--- config.mk ---
export PLATFORM = sky130hd
export DESIGN_NAME = cwf_chan
export DESIGN_NICKNAME = d
export VERILOG_FILES = /design/src/core/cwf_chan.v /design/src/core/cwf_sync.v
export VERILOG_INCLUDE_DIRS = /design/src /design/src/core
export SDC_FILE = /design/constraint.sdc
export NUM_CORES = 1
export LEC_CHECK = 0
export BUFFER_PORTS_ARGS = -buffer_cell sky130_fd_sc_hd__buf_2
export CAP_MARGIN = 30
export CORE_MARGIN = 4
export CORE_UTILIZATION = 50
export DETAILED_ROUTE_END_ITERATION = 8
export PLACE_DENSITY = 0.66
export SLEW_MARGIN = 20
export SYNTH_ARGS = -nofsm -noshare
export SYNTH_HDL_FRONTEND = slang
export SYNTH_HIERARCHICAL = 1
export SYNTH_SLANG_ARGS = --single-unit
--- constraint.sdc ---
create_clock -name core_clk -period 4.1 [get_ports core_clk]
set_input_delay 0.82 -clock core_clk [delete_from_list [all_inputs] [get_ports core_clk]]
set_output_delay 0.82 -clock core_clk [all_outputs]
set_load 0.01 [all_outputs]
--- src/core/cwf_regs.vh ---
// Constants for the CAN transceiver wake and fault control block
`ifndef CWF_REGS_VH
`define CWF_REGS_VH

// Transceiver mode codes (software mode field)
`define CWF_MODE_OFF       2'b00
`define CWF_MODE_WAKE      2'b01
`define CWF_MODE_RXONLY    2'b10
`define CWF_MODE_NORMAL    2'b11
`define CWF_MODE_RESET     2'b00

// Chip state codes (input from chip mode control)
`define CWF_CHIP_INIT      3'h0
`define CWF_CHIP_NORMAL    3'h1
`define CWF_CHIP_STOP      3'h2
`define CWF_CHIP_SLEEP     3'h3
`define CWF_CHIP_RESTART   3'h4
`define CWF_CHIP_FAILSAFE  3'h5

// Wake request codes to chip mode control
`define CWF_REQ_NONE       2'b00
`define CWF_REQ_RESTART    2'b01

// Timing in ns, and the clock period in ns
`define CWF_CLK_PERIOD_NS  10
`define CWF_WAKE1_NS       1000
`define CWF_WAKE2_NS       1000000
`define CWF_TXD_TO_NS      2000000
`define CWF_BUS_TO_NS      2000000

// Cycle counts: least times round up, longest time rounds down
`define CWF_WAKE1_CYC  ((`CWF_WAKE1_NS + `CWF_CLK_PERIOD_NS - 1) / `CWF_CLK_PERIOD_NS)
`define CWF_WAKE2_CYC  (`CWF_WAKE2_NS / `CWF_CLK_PERIOD_NS)
`define CWF_TXD_TO_CYC ((`CWF_TXD_TO_NS + `CWF_CLK_PERIOD_NS - 1) / `CWF_CLK_PERIOD_NS)
`define CWF_BUS_TO_CYC ((`CWF_BUS_TO_NS + `CWF_CLK_PERIOD_NS - 1) / `CWF_CLK_PERIOD_NS)

`endif

--- src/core/cwf_chan.v ---
// Wake detection, timeouts and supply supervision of one CAN transceiver channel
//
// Behaviour
// - Wake-capable monitoring selectable in stop, sleep, restart and normal chip states.
// - Fail-safe chip state forces wake-capable monitoring without software.
// - After valid wake pattern, receive output low until software changes mode.
// - Wake pattern: two dominant phases over filter time, short recessive gap.
// - After bus wake, mode reads the software value (wake-capable outside fail-safe) and receive output stays low.
// - Rearm after software leaves wake-capable mode and selects it again.
// - Rearm automatically on change to stop, sleep or fail-safe state.
// - Rearm never needs the wake status bit cleared.
// - Wake in stop/normal: interrupt low, status set, receive low, state kept.
// - Stop-state wake enables watchdog if disabled and enable-on-wake set.
// - Sleep-state wake requests restart then normal, receive low, source recorded.
// - Leaving sleep through bus wake raises no interrupt.
// - Wake in restart/fail-safe gives restart, no interrupt; supply ramps up in fail-safe (as in sleep), not in restart.
// - Transmit dominant past timeout in normal: driver off, receive-only, fail flag.
// - When transmit dominance ends, driver returns; mode configuration unchanged.
// - Bus dominant past bus timeout sets fail flag in any mode.
// - Normal/receive-only: supply undervoltage sets flag and disables transmitter.
// - Undervoltage end returns to normal automatically; configuration unchanged.
// - After power-up, mode is off, bus pins high impedance, wakes ignored.
// - Receive-only disables driver, keeps reception; allowed in normal and stop.
`timescale 1ns/1ps
`include "cwf_regs.vh"
module cwf_chan #(
   parameter WAKE1_CYC  = `CWF_WAKE1_CYC,  // Least dominant phase in cycles
   parameter WAKE2_CYC  = `CWF_WAKE2_CYC,  // Longest recessive gap in cycles
   parameter TXD_TO_CYC = `CWF_TXD_TO_CYC, // Transmit dominant timeout in cycles
   parameter BUS_TO_CYC = `CWF_BUS_TO_CYC, // Bus dominant timeout in cycles
   parameter CW         = 20               // Counter width
) (
   input  wire       core_clk,               // Core clock, 100 MHz
   input  wire       rst_n,                  // Synchronous reset, active low
   input  wire [1:0] mode_wr_data,           // Software mode value
   input  wire       mode_wr_en,             // Software mode write strobe
   output wire [1:0] mode_rd,                // Mode field as software reads it
   input  wire [2:0] chip_state,             // Current chip state
   input  wire       bus_transmit_in,        // Controller transmit pin, low is dominant
   input  wire       bus_dominant_in,        // Receiver comparator, high is dominant
   input  wire       xcvr_supply_ok_in,      // Supply comparator, high when supply good
   input  wire       dog_enable_on_bus_wake, // Enable watchdog on stop-state bus wake
   input  wire       dog_enabled,            // Watchdog currently enabled
   input  wire       wake_flag_clr,          // Software clear of wake status bit
   input  wire       fail_flag_clr,          // Software clear of failure flag
   input  wire       uv_flag_clr,            // Software clear of undervoltage flag
   output reg        bus_receive_out,        // Receive pin to controller
   output wire       irq_out_n,              // Interrupt, active low
   output reg        chan_bus_wake_flag,     // Wake status bit (both status registers)
   output reg        chan_fail_flag,         // Channel failure flag
   output reg        xcvr_supply_low_flag,   // Supply undervoltage flag
   output reg  [1:0] chip_wake_req,          // Wake request to chip mode control
   output reg        dog_enable_set,         // One-cycle pulse to enable watchdog
   output reg        main_supply_ramp,       // One-cycle pulse to ramp main supply
   output reg        drv_en,                 // Bus driver enable
   output reg        bus_bias_en,            // Bus biasing active (not high impedance)
   output reg        wake_rx_en              // Low-power wake receiver active
);
   // Wake pattern detector states
   localparam [4:0] ST_IDLE  = 5'b00001;
   localparam [4:0] ST_DOM1  = 5'b00010;
   localparam [4:0] ST_REC   = 5'b00100;
   localparam [4:0] ST_DOM2  = 5'b01000;
   localparam [4:0] ST_DONE  = 5'b10000;

   wire [2:0] sync_w;
   wire       txd_s;
   wire       dom_s;
   wire       sup_ok_s;

   reg  [1:0]    mode_ff;
   reg  [4:0]    wst_ff;
   reg  [4:0]    nxt_wst;
   reg  [CW-1:0] wcnt_ff;
   reg  [CW-1:0] nxt_wcnt;
   reg  [CW-1:0] tcnt_ff;
   reg  [CW-1:0] bcnt_ff;
   reg           armed_ff;
   reg           woken_ff;
   reg           txd_to_ff;
   reg           irq_ff;
   reg  [2:0]    chip_prev_ff;
   reg           wake_pulse;

   function [CW-1:0] inc_sat;
      input [CW-1:0] v;
      begin
         inc_sat = (&v) ? v : v + {{(CW-1){1'b0}}, 1'b1};
      end
   endfunction

   cwf_sync #(.WIDTH(3)) u_sync (
      .core_clk (core_clk),
      .rst_n    (rst_n),
      .async_in ({~bus_transmit_in, bus_dominant_in, xcvr_supply_ok_in}),
      .sync_out (sync_w)
   );
   assign txd_s    = sync_w[2];
   assign dom_s    = sync_w[1];
   assign sup_ok_s = sync_w[0];

   // Effective mode: fail-safe forces wake-capable
   wire       fsafe     = (chip_state == `CWF_CHIP_FAILSAFE);
   wire [1:0] eff_mode  = fsafe ? `CWF_MODE_WAKE : mode_ff;
   wire       in_wake   = (eff_mode == `CWF_MODE_WAKE);
   wire       in_normal = (eff_mode == `CWF_MODE_NORMAL);
   wire       in_rxonly = (eff_mode == `CWF_MODE_RXONLY);
   wire       low_state = (chip_state == `CWF_CHIP_STOP) || (chip_state == `CWF_CHIP_SLEEP) ||
                          fsafe;
   wire       rearm_chip = low_state && (chip_state != chip_prev_ff);
   wire       mode_leave = mode_wr_en && (mode_wr_data != `CWF_MODE_WAKE);

   assign mode_rd   = mode_ff;
   assign irq_out_n = ~irq_ff;

   // Software mode field; keeps its value through timeouts and undervoltage
   always @(posedge core_clk) begin
      if (!rst_n) begin
         mode_ff <= `CWF_MODE_RESET;
      end else if (mode_wr_en) begin
         mode_ff <= mode_wr_data;
      end
   end

   // Arming: set by leaving wake mode or by entering a low-power chip state
   always @(posedge core_clk) begin
      if (!rst_n) begin
         armed_ff     <= 1'b1;
         chip_prev_ff <= `CWF_CHIP_INIT;
      end else begin
         chip_prev_ff <= chip_state;
         if (mode_leave || rearm_chip) begin
            armed_ff <= 1'b1;
         end else if (wake_pulse) begin
            armed_ff <= 1'b0;
         end
      end
   end

   // Wake pattern detector
   always @* begin
      nxt_wst    = wst_ff;
      nxt_wcnt   = inc_sat(wcnt_ff);
      wake_pulse = 1'b0;
      case (wst_ff)
         ST_IDLE: begin
            nxt_wcnt = {CW{1'b0}};
            if (dom_s) begin
               nxt_wst = ST_DOM1;
            end
         end
         ST_DOM1: begin
            if (!dom_s) begin
               nxt_wst  = ST_IDLE;
               nxt_wcnt = {CW{1'b0}};
            end else if (wcnt_ff >= WAKE1_CYC[CW-1:0]) begin
               nxt_wst  = ST_REC;
               nxt_wcnt = {CW{1'b0}};
            end
         end
         ST_REC: begin
            if (wcnt_ff >= WAKE2_CYC[CW-1:0]) begin
               nxt_wst  = ST_IDLE;
               nxt_wcnt = {CW{1'b0}};
            end else if (dom_s && wcnt_ff != {CW{1'b0}}) begin
               nxt_wst  = ST_DOM2;
               nxt_wcnt = {CW{1'b0}};
            end else if (dom_s) begin
               nxt_wcnt = {CW{1'b0}};
            end
         end
         ST_DOM2: begin
            if (!dom_s) begin
               nxt_wst  = ST_IDLE;
               nxt_wcnt = {CW{1'b0}};
            end else if (wcnt_ff >= WAKE1_CYC[CW-1:0]) begin
               nxt_wst    = ST_DONE;
               nxt_wcnt   = {CW{1'b0}};
               wake_pulse = armed_ff;
            end
         end
         ST_DONE: begin
            nxt_wcnt = {CW{1'b0}};
            if (!dom_s) begin
               nxt_wst = ST_IDLE;
            end
         end
         default: begin
            nxt_wst  = ST_IDLE;
            nxt_wcnt = {CW{1'b0}};
         end
      endcase
   end

   always @(posedge core_clk) begin
      if (!rst_n || !in_wake) begin
         wst_ff  <= ST_IDLE;
         wcnt_ff <= {CW{1'b0}};
      end else begin
         wst_ff  <= nxt_wst;
         wcnt_ff <= nxt_wcnt;
      end
   end

   // Wake result: receive held low, chip actions by chip state
   always @(posedge core_clk) begin
      if (!rst_n) begin
         woken_ff           <= 1'b0;
         chan_bus_wake_flag <= 1'b0;
         irq_ff             <= 1'b0;
         chip_wake_req      <= `CWF_REQ_NONE;
         dog_enable_set     <= 1'b0;
         main_supply_ramp   <= 1'b0;
      end else begin
         chip_wake_req    <= `CWF_REQ_NONE;
         dog_enable_set   <= 1'b0;
         main_supply_ramp <= 1'b0;
         irq_ff           <= 1'b0;
         if (mode_wr_en && mode_wr_data != eff_mode) begin
            woken_ff <= 1'b0;
         end else if (wake_pulse) begin
            woken_ff <= 1'b1;
         end
         if (wake_pulse) begin
            chan_bus_wake_flag <= 1'b1;
         end else if (wake_flag_clr) begin
            chan_bus_wake_flag <= 1'b0;
         end
         if (wake_pulse) begin
            case (chip_state)
               `CWF_CHIP_NORMAL: begin
                  irq_ff <= 1'b1;
               end
               `CWF_CHIP_STOP: begin
                  irq_ff         <= 1'b1;
                  dog_enable_set <= dog_enable_on_bus_wake && !dog_enabled;
               end
               `CWF_CHIP_SLEEP: begin
                  chip_wake_req    <= `CWF_REQ_RESTART;
                  main_supply_ramp <= 1'b1;
               end
               `CWF_CHIP_RESTART: begin
                  chip_wake_req <= `CWF_REQ_RESTART;
               end
               `CWF_CHIP_FAILSAFE: begin
                  chip_wake_req    <= `CWF_REQ_RESTART;
                  main_supply_ramp <= 1'b1;
               end
               default: begin
                  irq_ff <= 1'b0;
               end
            endcase
         end
      end
   end

   // Transmit dominant timeout and bus dominant clamping counters
   wire txd_to_hit = (tcnt_ff >= TXD_TO_CYC[CW-1:0]);
   wire bus_to_hit = (bcnt_ff == BUS_TO_CYC[CW-1:0]);

   always @(posedge core_clk) begin
      if (!rst_n) begin
         tcnt_ff   <= {CW{1'b0}};
         bcnt_ff   <= {CW{1'b0}};
         txd_to_ff <= 1'b0;
      end else begin
         if (in_normal && txd_s) begin
            tcnt_ff <= inc_sat(tcnt_ff);
         end else begin
            tcnt_ff <= {CW{1'b0}};
         end
         if (!txd_s) begin
            txd_to_ff <= 1'b0;
         end else if (in_normal && txd_to_hit) begin
            txd_to_ff <= 1'b1;
         end
         if (dom_s) begin
            bcnt_ff <= inc_sat(bcnt_ff);
         end else begin
            bcnt_ff <= {CW{1'b0}};
         end
      end
   end

   // Failure and undervoltage flags; a set wins over a clear
   always @(posedge core_clk) begin
      if (!rst_n) begin
         chan_fail_flag       <= 1'b0;
         xcvr_supply_low_flag <= 1'b0;
      end else begin
         if ((in_normal && txd_s && txd_to_hit) || (dom_s && bus_to_hit)) begin
            chan_fail_flag <= 1'b1;
         end else if (fail_flag_clr) begin
            chan_fail_flag <= 1'b0;
         end
         if ((in_normal || in_rxonly) && !sup_ok_s) begin
            xcvr_supply_low_flag <= 1'b1;
         end else if (uv_flag_clr) begin
            xcvr_supply_low_flag <= 1'b0;
         end
      end
   end

   // Pin and stage control
   always @(posedge core_clk) begin
      if (!rst_n) begin
         bus_receive_out <= 1'b1;
         drv_en          <= 1'b0;
         bus_bias_en     <= 1'b0;
         wake_rx_en      <= 1'b0;
      end else begin
         // Driver only in normal mode, no timeout, supply good
         drv_en <= in_normal && !txd_to_ff && !(txd_s && txd_to_hit) && sup_ok_s;
         bus_bias_en <= in_normal || in_rxonly;
         wake_rx_en  <= in_wake;
         if (woken_ff || wake_pulse) begin
            bus_receive_out <= 1'b0;
         end else if (in_normal || in_rxonly) begin
            bus_receive_out <= ~dom_s;
         end else begin
            bus_receive_out <= 1'b1;
         end
      end
   end
endmodule // cwf_chan

--- src/core/cwf_sync.v ---
// Two-stage synchroniser for a group of asynchronous inputs
`timescale 1ns/1ps
module cwf_sync #(
   parameter WIDTH = 4
) (
   input  wire             core_clk,  // Core clock
   input  wire             rst_n,     // Synchronous reset, active low
   input  wire [WIDTH-1:0] async_in,  // Asynchronous levels
   output wire [WIDTH-1:0] sync_out   // Synchronised levels
);
   reg [WIDTH-1:0] stage1_ff;
   reg [WIDTH-1:0] stage2_ff;

   always @(posedge core_clk) begin
      if (!rst_n) begin
         stage1_ff <= {WIDTH{1'b0}};
         stage2_ff <= {WIDTH{1'b0}};
      end else begin
         stage1_ff <= async_in;
         stage2_ff <= stage1_ff;
      end
   end

   assign sync_out = stage2_ff;
endmodule // cwf_sync

---- Word-level counts from Yosys, hierarchy flattened ----
Index checks and enable logic that the tools add are counted.
W data, S select, Z words.
storage, ports and cells
  bits in registers ....................... 91
  input bits .............................. 16
  output and inout port bits .............. 14
operators by class
  equal/unequal tests ..................... 22
  add/sub/neg operators ................... 3
  $lt $le $gt $ge ......................... 3
  reduce and logical (&&, ||, !) cells .... 46
  muxes and demuxes ....................... 31
  bitwise operators ....................... 4
operators by type and width
  kind                     count
  $mux W20                 6
  $add A20 B1 Y20 const B  3
  $reduce_and A20 Y1       3
  $mux W5                  8
  $pmux W20 S2             1
  $pmux W5 S5              1
  $eq A20 B18 Y1 const B   1
  $ge A20 B17 Y1 const B   1
  $ge A20 B18 Y1 const B   1
  $ge A20 B7 Y1 const B    1
  $reduce_bool A20 Y1      1
  $logic_and A1 B1 Y1      14
  $mux W1                  14
  $reduce_or A2 Y1         5
  $ne A3 B3 Y1 const B     3
  $reduce_and A2 Y1        4
  $logic_or A1 B1 Y1       7
  $eq A3 B2 Y1 const B     2
  $eq A3 B3 Y1 const B     2
  $logic_not A1 Y1         6
  $reduce_bool A2 Y1       3
  $eq A5 B1 Y1 const B     1
  $eq A5 B2 Y1 const B     1
  $eq A5 B3 Y1 const B     1
  other kinds (14)         19

---- Depth between registers and ports, before layout ----
  depth in word-level cells ............... 7
  depth in mapped cells ................... 8
  gate-level depth less buffers ........... 6

---- Modules after synthesis ----
The synthesis kept the hierarchy.
by module, submodules not included
  module    times used  cells each  area an instance (µm²)  sequential area each (µm²)
  cwf_chan  1           492         4219.0                  1681.6
  cwf_sync  1           12          157.7                   120.1

---- Least setup slack after synthesis ----
No wires, ideal clock.
  kind .................................... input to register
  from .................................... in chip_state[0]
  to ...................................... reg tcnt_ff[11]
  arrival time ............................ 2.112 ns
  path buffers ............................ 1
  cell stages on the path ................. 6
  slack ................................... 1.929 ns
  cells stage by stage .................... buf_2 > nand3b_1 > and3_1 > nand3_1 > or4_1 > nand2_1
between the ends
  cells in the longest elaborated chain, start to end .. 5
RTL lines
  item                         line            source
  start, declared              cwf_chan.v:38   input wire [2:0] chip_state,
  $eq A3 B3 Y1                 --
  $mux W2                      cwf_chan.v:104  wire [1:0] eff_mode = fsafe ? `CWF_MODE_WAKE : mode_ff;
  $eq A2 B2 Y1 (no line)       --
  $logic_and A1 B1 Y1          cwf_chan.v:267  if (in_normal && txd_s) begin
  $reduce_and A2 Y1 (no line)  --
  end signal, assigned         cwf_chan.v:263  tcnt_ff <= {CW{1'b0}};
  end signal, assigned         cwf_chan.v:268  tcnt_ff <= inc_sat(tcnt_ff);
  end signal, assigned         cwf_chan.v:270  tcnt_ff <= {CW{1'b0}};
  end, declared                cwf_chan.v:76   reg [CW-1:0] tcnt_ff;
No other way between the ends.
A chain may end at the register's enable or synchronous reset.

---- Worst setup path after layout ----
  from .................................... in chip_state[1]
  to ...................................... reg tcnt_ff[11]
Same word-level chain as after synthesis.

==> impl_results.md <==
* Row cnt at 33
* Cts bufs inserted at 9
* Remaining DRCs at 0
* Post-route cell area at about 0.0048 mm2
* Synth top area share at approximately 41%
* Syn Inst Count at between 500 and 600
* Vias at roughly 3,700
* Period utilization at between 50% and 60%
* Pleak at 0.00164 uW
* Worst-Margin Slew at around 0.83 ns
* Post-synthesis mux area share at 1.14%
* First-pass GRT wire length at between 15,000 and 20,000 um
* DRT Pass-1 Iters at 5
* Nets at between 500 and 600
* Slew Limit Fails at 0
* Synth Flop Type: dfxtp_1
* ANT cells at 0
* Root buf cell: clkbuf_8
* Pint at 1160 uW
* Setup Skew at between 0.015 and 0.02 ns
* # clock sinks at 90
* Maxcap violations at 0
* Max VDD drop at 169 uV
* Synth cell count leaders: 90 x dfxtp_1, 47 x nor2_1, 34 x nand2_1
* Reg clk slew, reported paths at approximately 0.1 ns
* Status: finished, final reports clean
* Hold_buf cts at 0
* Vias in the first global route at between 3,000 and 4,000
* Worst-skew pair later-pin latency at around 0.36 ns
* Final setup margin at between 1.5 and 2 ns
* Die Ht at approximately 100 um
* PortBufs at 28
* Worst EP arrival at between 2 and 3 ns
* Crit path capture type: register
* Critical path data required time at approximately 4.4 ns
* Yosys warns at 6
* Share of total power in combinational logic at between 3 and 4%
* Synth top area cells: dfxtp_1 41%, xnor2_1 5.0%, nor2_1 4.0%, nand3_1 3.0%, nand2_1 2.9%
* Slew HR at around 44%
* CTS tree: yes
* Drt via density at 5.78
* Synth Area per Inst at approximately 8.7 um2
* EDFF count, synth at 0
* Classification of the worst setup path: in2reg
* Layout overhead on the synthesized area at 9.26%
* Biggest area consumer among synthesized cells: dfxtp_1
* Tmin final at between 2 and 2.5 ns
* Die area at 0.0103 mm2
* Total power at between 1500 and 2000 uW
* Crit path max fanout at 9
* Setup_tns at 0 ns
* GRT Util Overall at approximately 19%
* Clock network fraction of total power at a little under two fifths
* Initial core utilization at between 50 and 60%
* Share of cells above drive strength 1 at a little under an eighth
* Setup violators final at 0
* Seq cells post-synth at 90
* Routability cong. at between 0.8 and 0.9
* RSZ-0062 raised after global routing: no
* Synth async-reset ratio at 0%
* Pre-CTS setup slack at between 1 and 1.5 ns
* Number of antenna violations at the first check in global routing at 0
* Area of the mapped netlist at approximately 0.0044 mm2
* Placed cell area at between 0.004 and 0.005 mm2
* DP HPWL at approximately 6300 um
* Post-synthesis compound-gate area fraction at roughly 16%
* Initial drt markers at about 160
* Final ANT Viol Nets at 0
* Distinct cells, synth at 73
* Routed WL per cell at 13.9 um
* CTS resizes at 0
* Fmax at 433 MHz
* Wirelength, routed at between 8000 and 9000 um
* Die X at slightly above 100 um
* Total gr overflow at 0
* Post-synthesis adder-cell area fraction at 1.72%
* Seq/Total Area, Yosys at between 40% and 50%
* Post-Synth Simple-Gate Area at just over 30%
* Setup Buffers After CTS at 0
* Fin. Hold Viols at 0
* Largest net degree at the start of global routing at 24
* Sw Share at between 20% and 30%
* I/O Pins at 30
* Std-Cell Core Area at ~0.0084 mm2
* CTS Buffer Depth at 2
* Xor and xnor area share after synthesis at under 10%
* Startpoint types: input pin
* Main combinational cell family by area after synthesis: simple AND/OR/NAND/NOR gates
* HP Class: reg2reg
* H-Tree Depth at 3
* Flop pwr share at between 50% and 60%
* Most frequent cell after synthesis: dfxtp_1
* Net Sw Power at about 380 uW
* Cell Pwr Density at approximately 320 mW/mm2
-- worst paths after layout --
| kind | slack, ns | start | endpoint | cells after the start |
|---|---|---|---|---|
| setup reg to reg | 1.84 | tcnt_ff[1] | tcnt_ff[1] | 7 |
| hold / removal | 0.41 | txd_to_ff | drv_en | 1 |
| hold reg to reg | 0.41 | txd_to_ff | drv_en | 1 |
| setup / recovery | 1.79 | chip_state[1] | tcnt_ff[11] | 7 |
-- logic make-up (layout without fill, tap and decap cells) --
kind of cell | after synthesis | count (layout)
other | 1 | 4
DFF | 90 | 90
buffers and inverters | 33 | 62
adders and majority gates | 6 | 6
AOI/OAI and AO/OA | 104 | 104
xor gates and xnor gates | 27 | 27
muxes | 5 | 5
and+or+nand+nor | 238 | 238
-- worst max-delay path, cell delays in order --
cell and delay [ns]:
buf_2 0.13, nand3b_1 0.27, and3_1 0.23, nand3_1 0.29, buf_4 0.29, or4_1 0.50
nand2_1 0.07
-- final cells by class --
class                   instances  area (um2)
inverters                      15        56.3
clock buffers                  10         138
multi-input cells             384        2430
flip-flops and latches         90        1800
fillers                       805        3600
well taps                     105         131
clock inverters                 6        57.6
repair buffers                 31         163
-- cells in the final DEF, fill, tap and decap left out, drive strengths merged, types with 3 or more instances in the layout --
master / netlist / routed
a21oi: 24 / 24
dfxtp: 90 / 90
and2: 16 / 16
nand2b: 3 / 3
nor2b: 7 / 7
nand4: 14 / 14
o31ai: 5 / 5
ha: 6 / 6
a211oi: 7 / 7
nand3b: 5 / 5
nor3: 17 / 17
o21ai: 20 / 20
a311oi: 4 / 4
and3: 22 / 22
nand2: 34 / 34
nor2: 47 / 47
inv: 15 / 18
o211ai: 4 / 4
clkbuf: 8 / 10
a31oi: 11 / 11
conb: 1 / 4
or3: 13 / 13
and4: 3 / 3
or4: 4 / 4
xnor2: 25 / 25
nand3: 26 / 26
buf: 10 / 31
mux2i: 5 / 5
nor4b: 3 / 3
o21a: 6 / 6
nor4: 12 / 12
-- sequential cells by signal, summed over array words and instances, names as in the netlist, 2 cells and up --
name / cells
wcnt_ff: 20
tcnt_ff: 20
wst_ff: 5
u_sync/stage1_ff: 3
u_sync/sync_out: 3
mode_rd: 2
chip_prev_ff: 3
bcnt_ff: 20
-- metrics by stage --
step / util, % / hold slack (ns) / cells
2_1_floorplan: - / 0.388 / 507
3_3_place_gp: 54.7 / 0.402 / 625
3_5_place_dp: 54.7 / 0.404 / 625
4_1_cts: 57.1 / 0.417 / 641
5_1_grt: 57.1 / 0.443 / 641
6_report: 57.1 / 0.413 / 641
-- routing by layer --
layer  up-vias  global-route usage [%]  wire length (um)
met5         -                       0                 0
met4         0                    5.52                75
met3         7                    4.13               339
met2        68                    29.3              4100
met1      1731                    25.4              4410
li1       1902                       -                 -
-- power groups by stage --
stage	sequential [uW]	clock, uW	combinational [uW]
after detailed placement	912	0	51.9
after floorplan	910	0	35.0
after CTS	892	610	52.2
after global placement	912	0	50.8
final	892	587	51.9
after global routing	894	647	58.9
(Power assumes the default switching activity.)
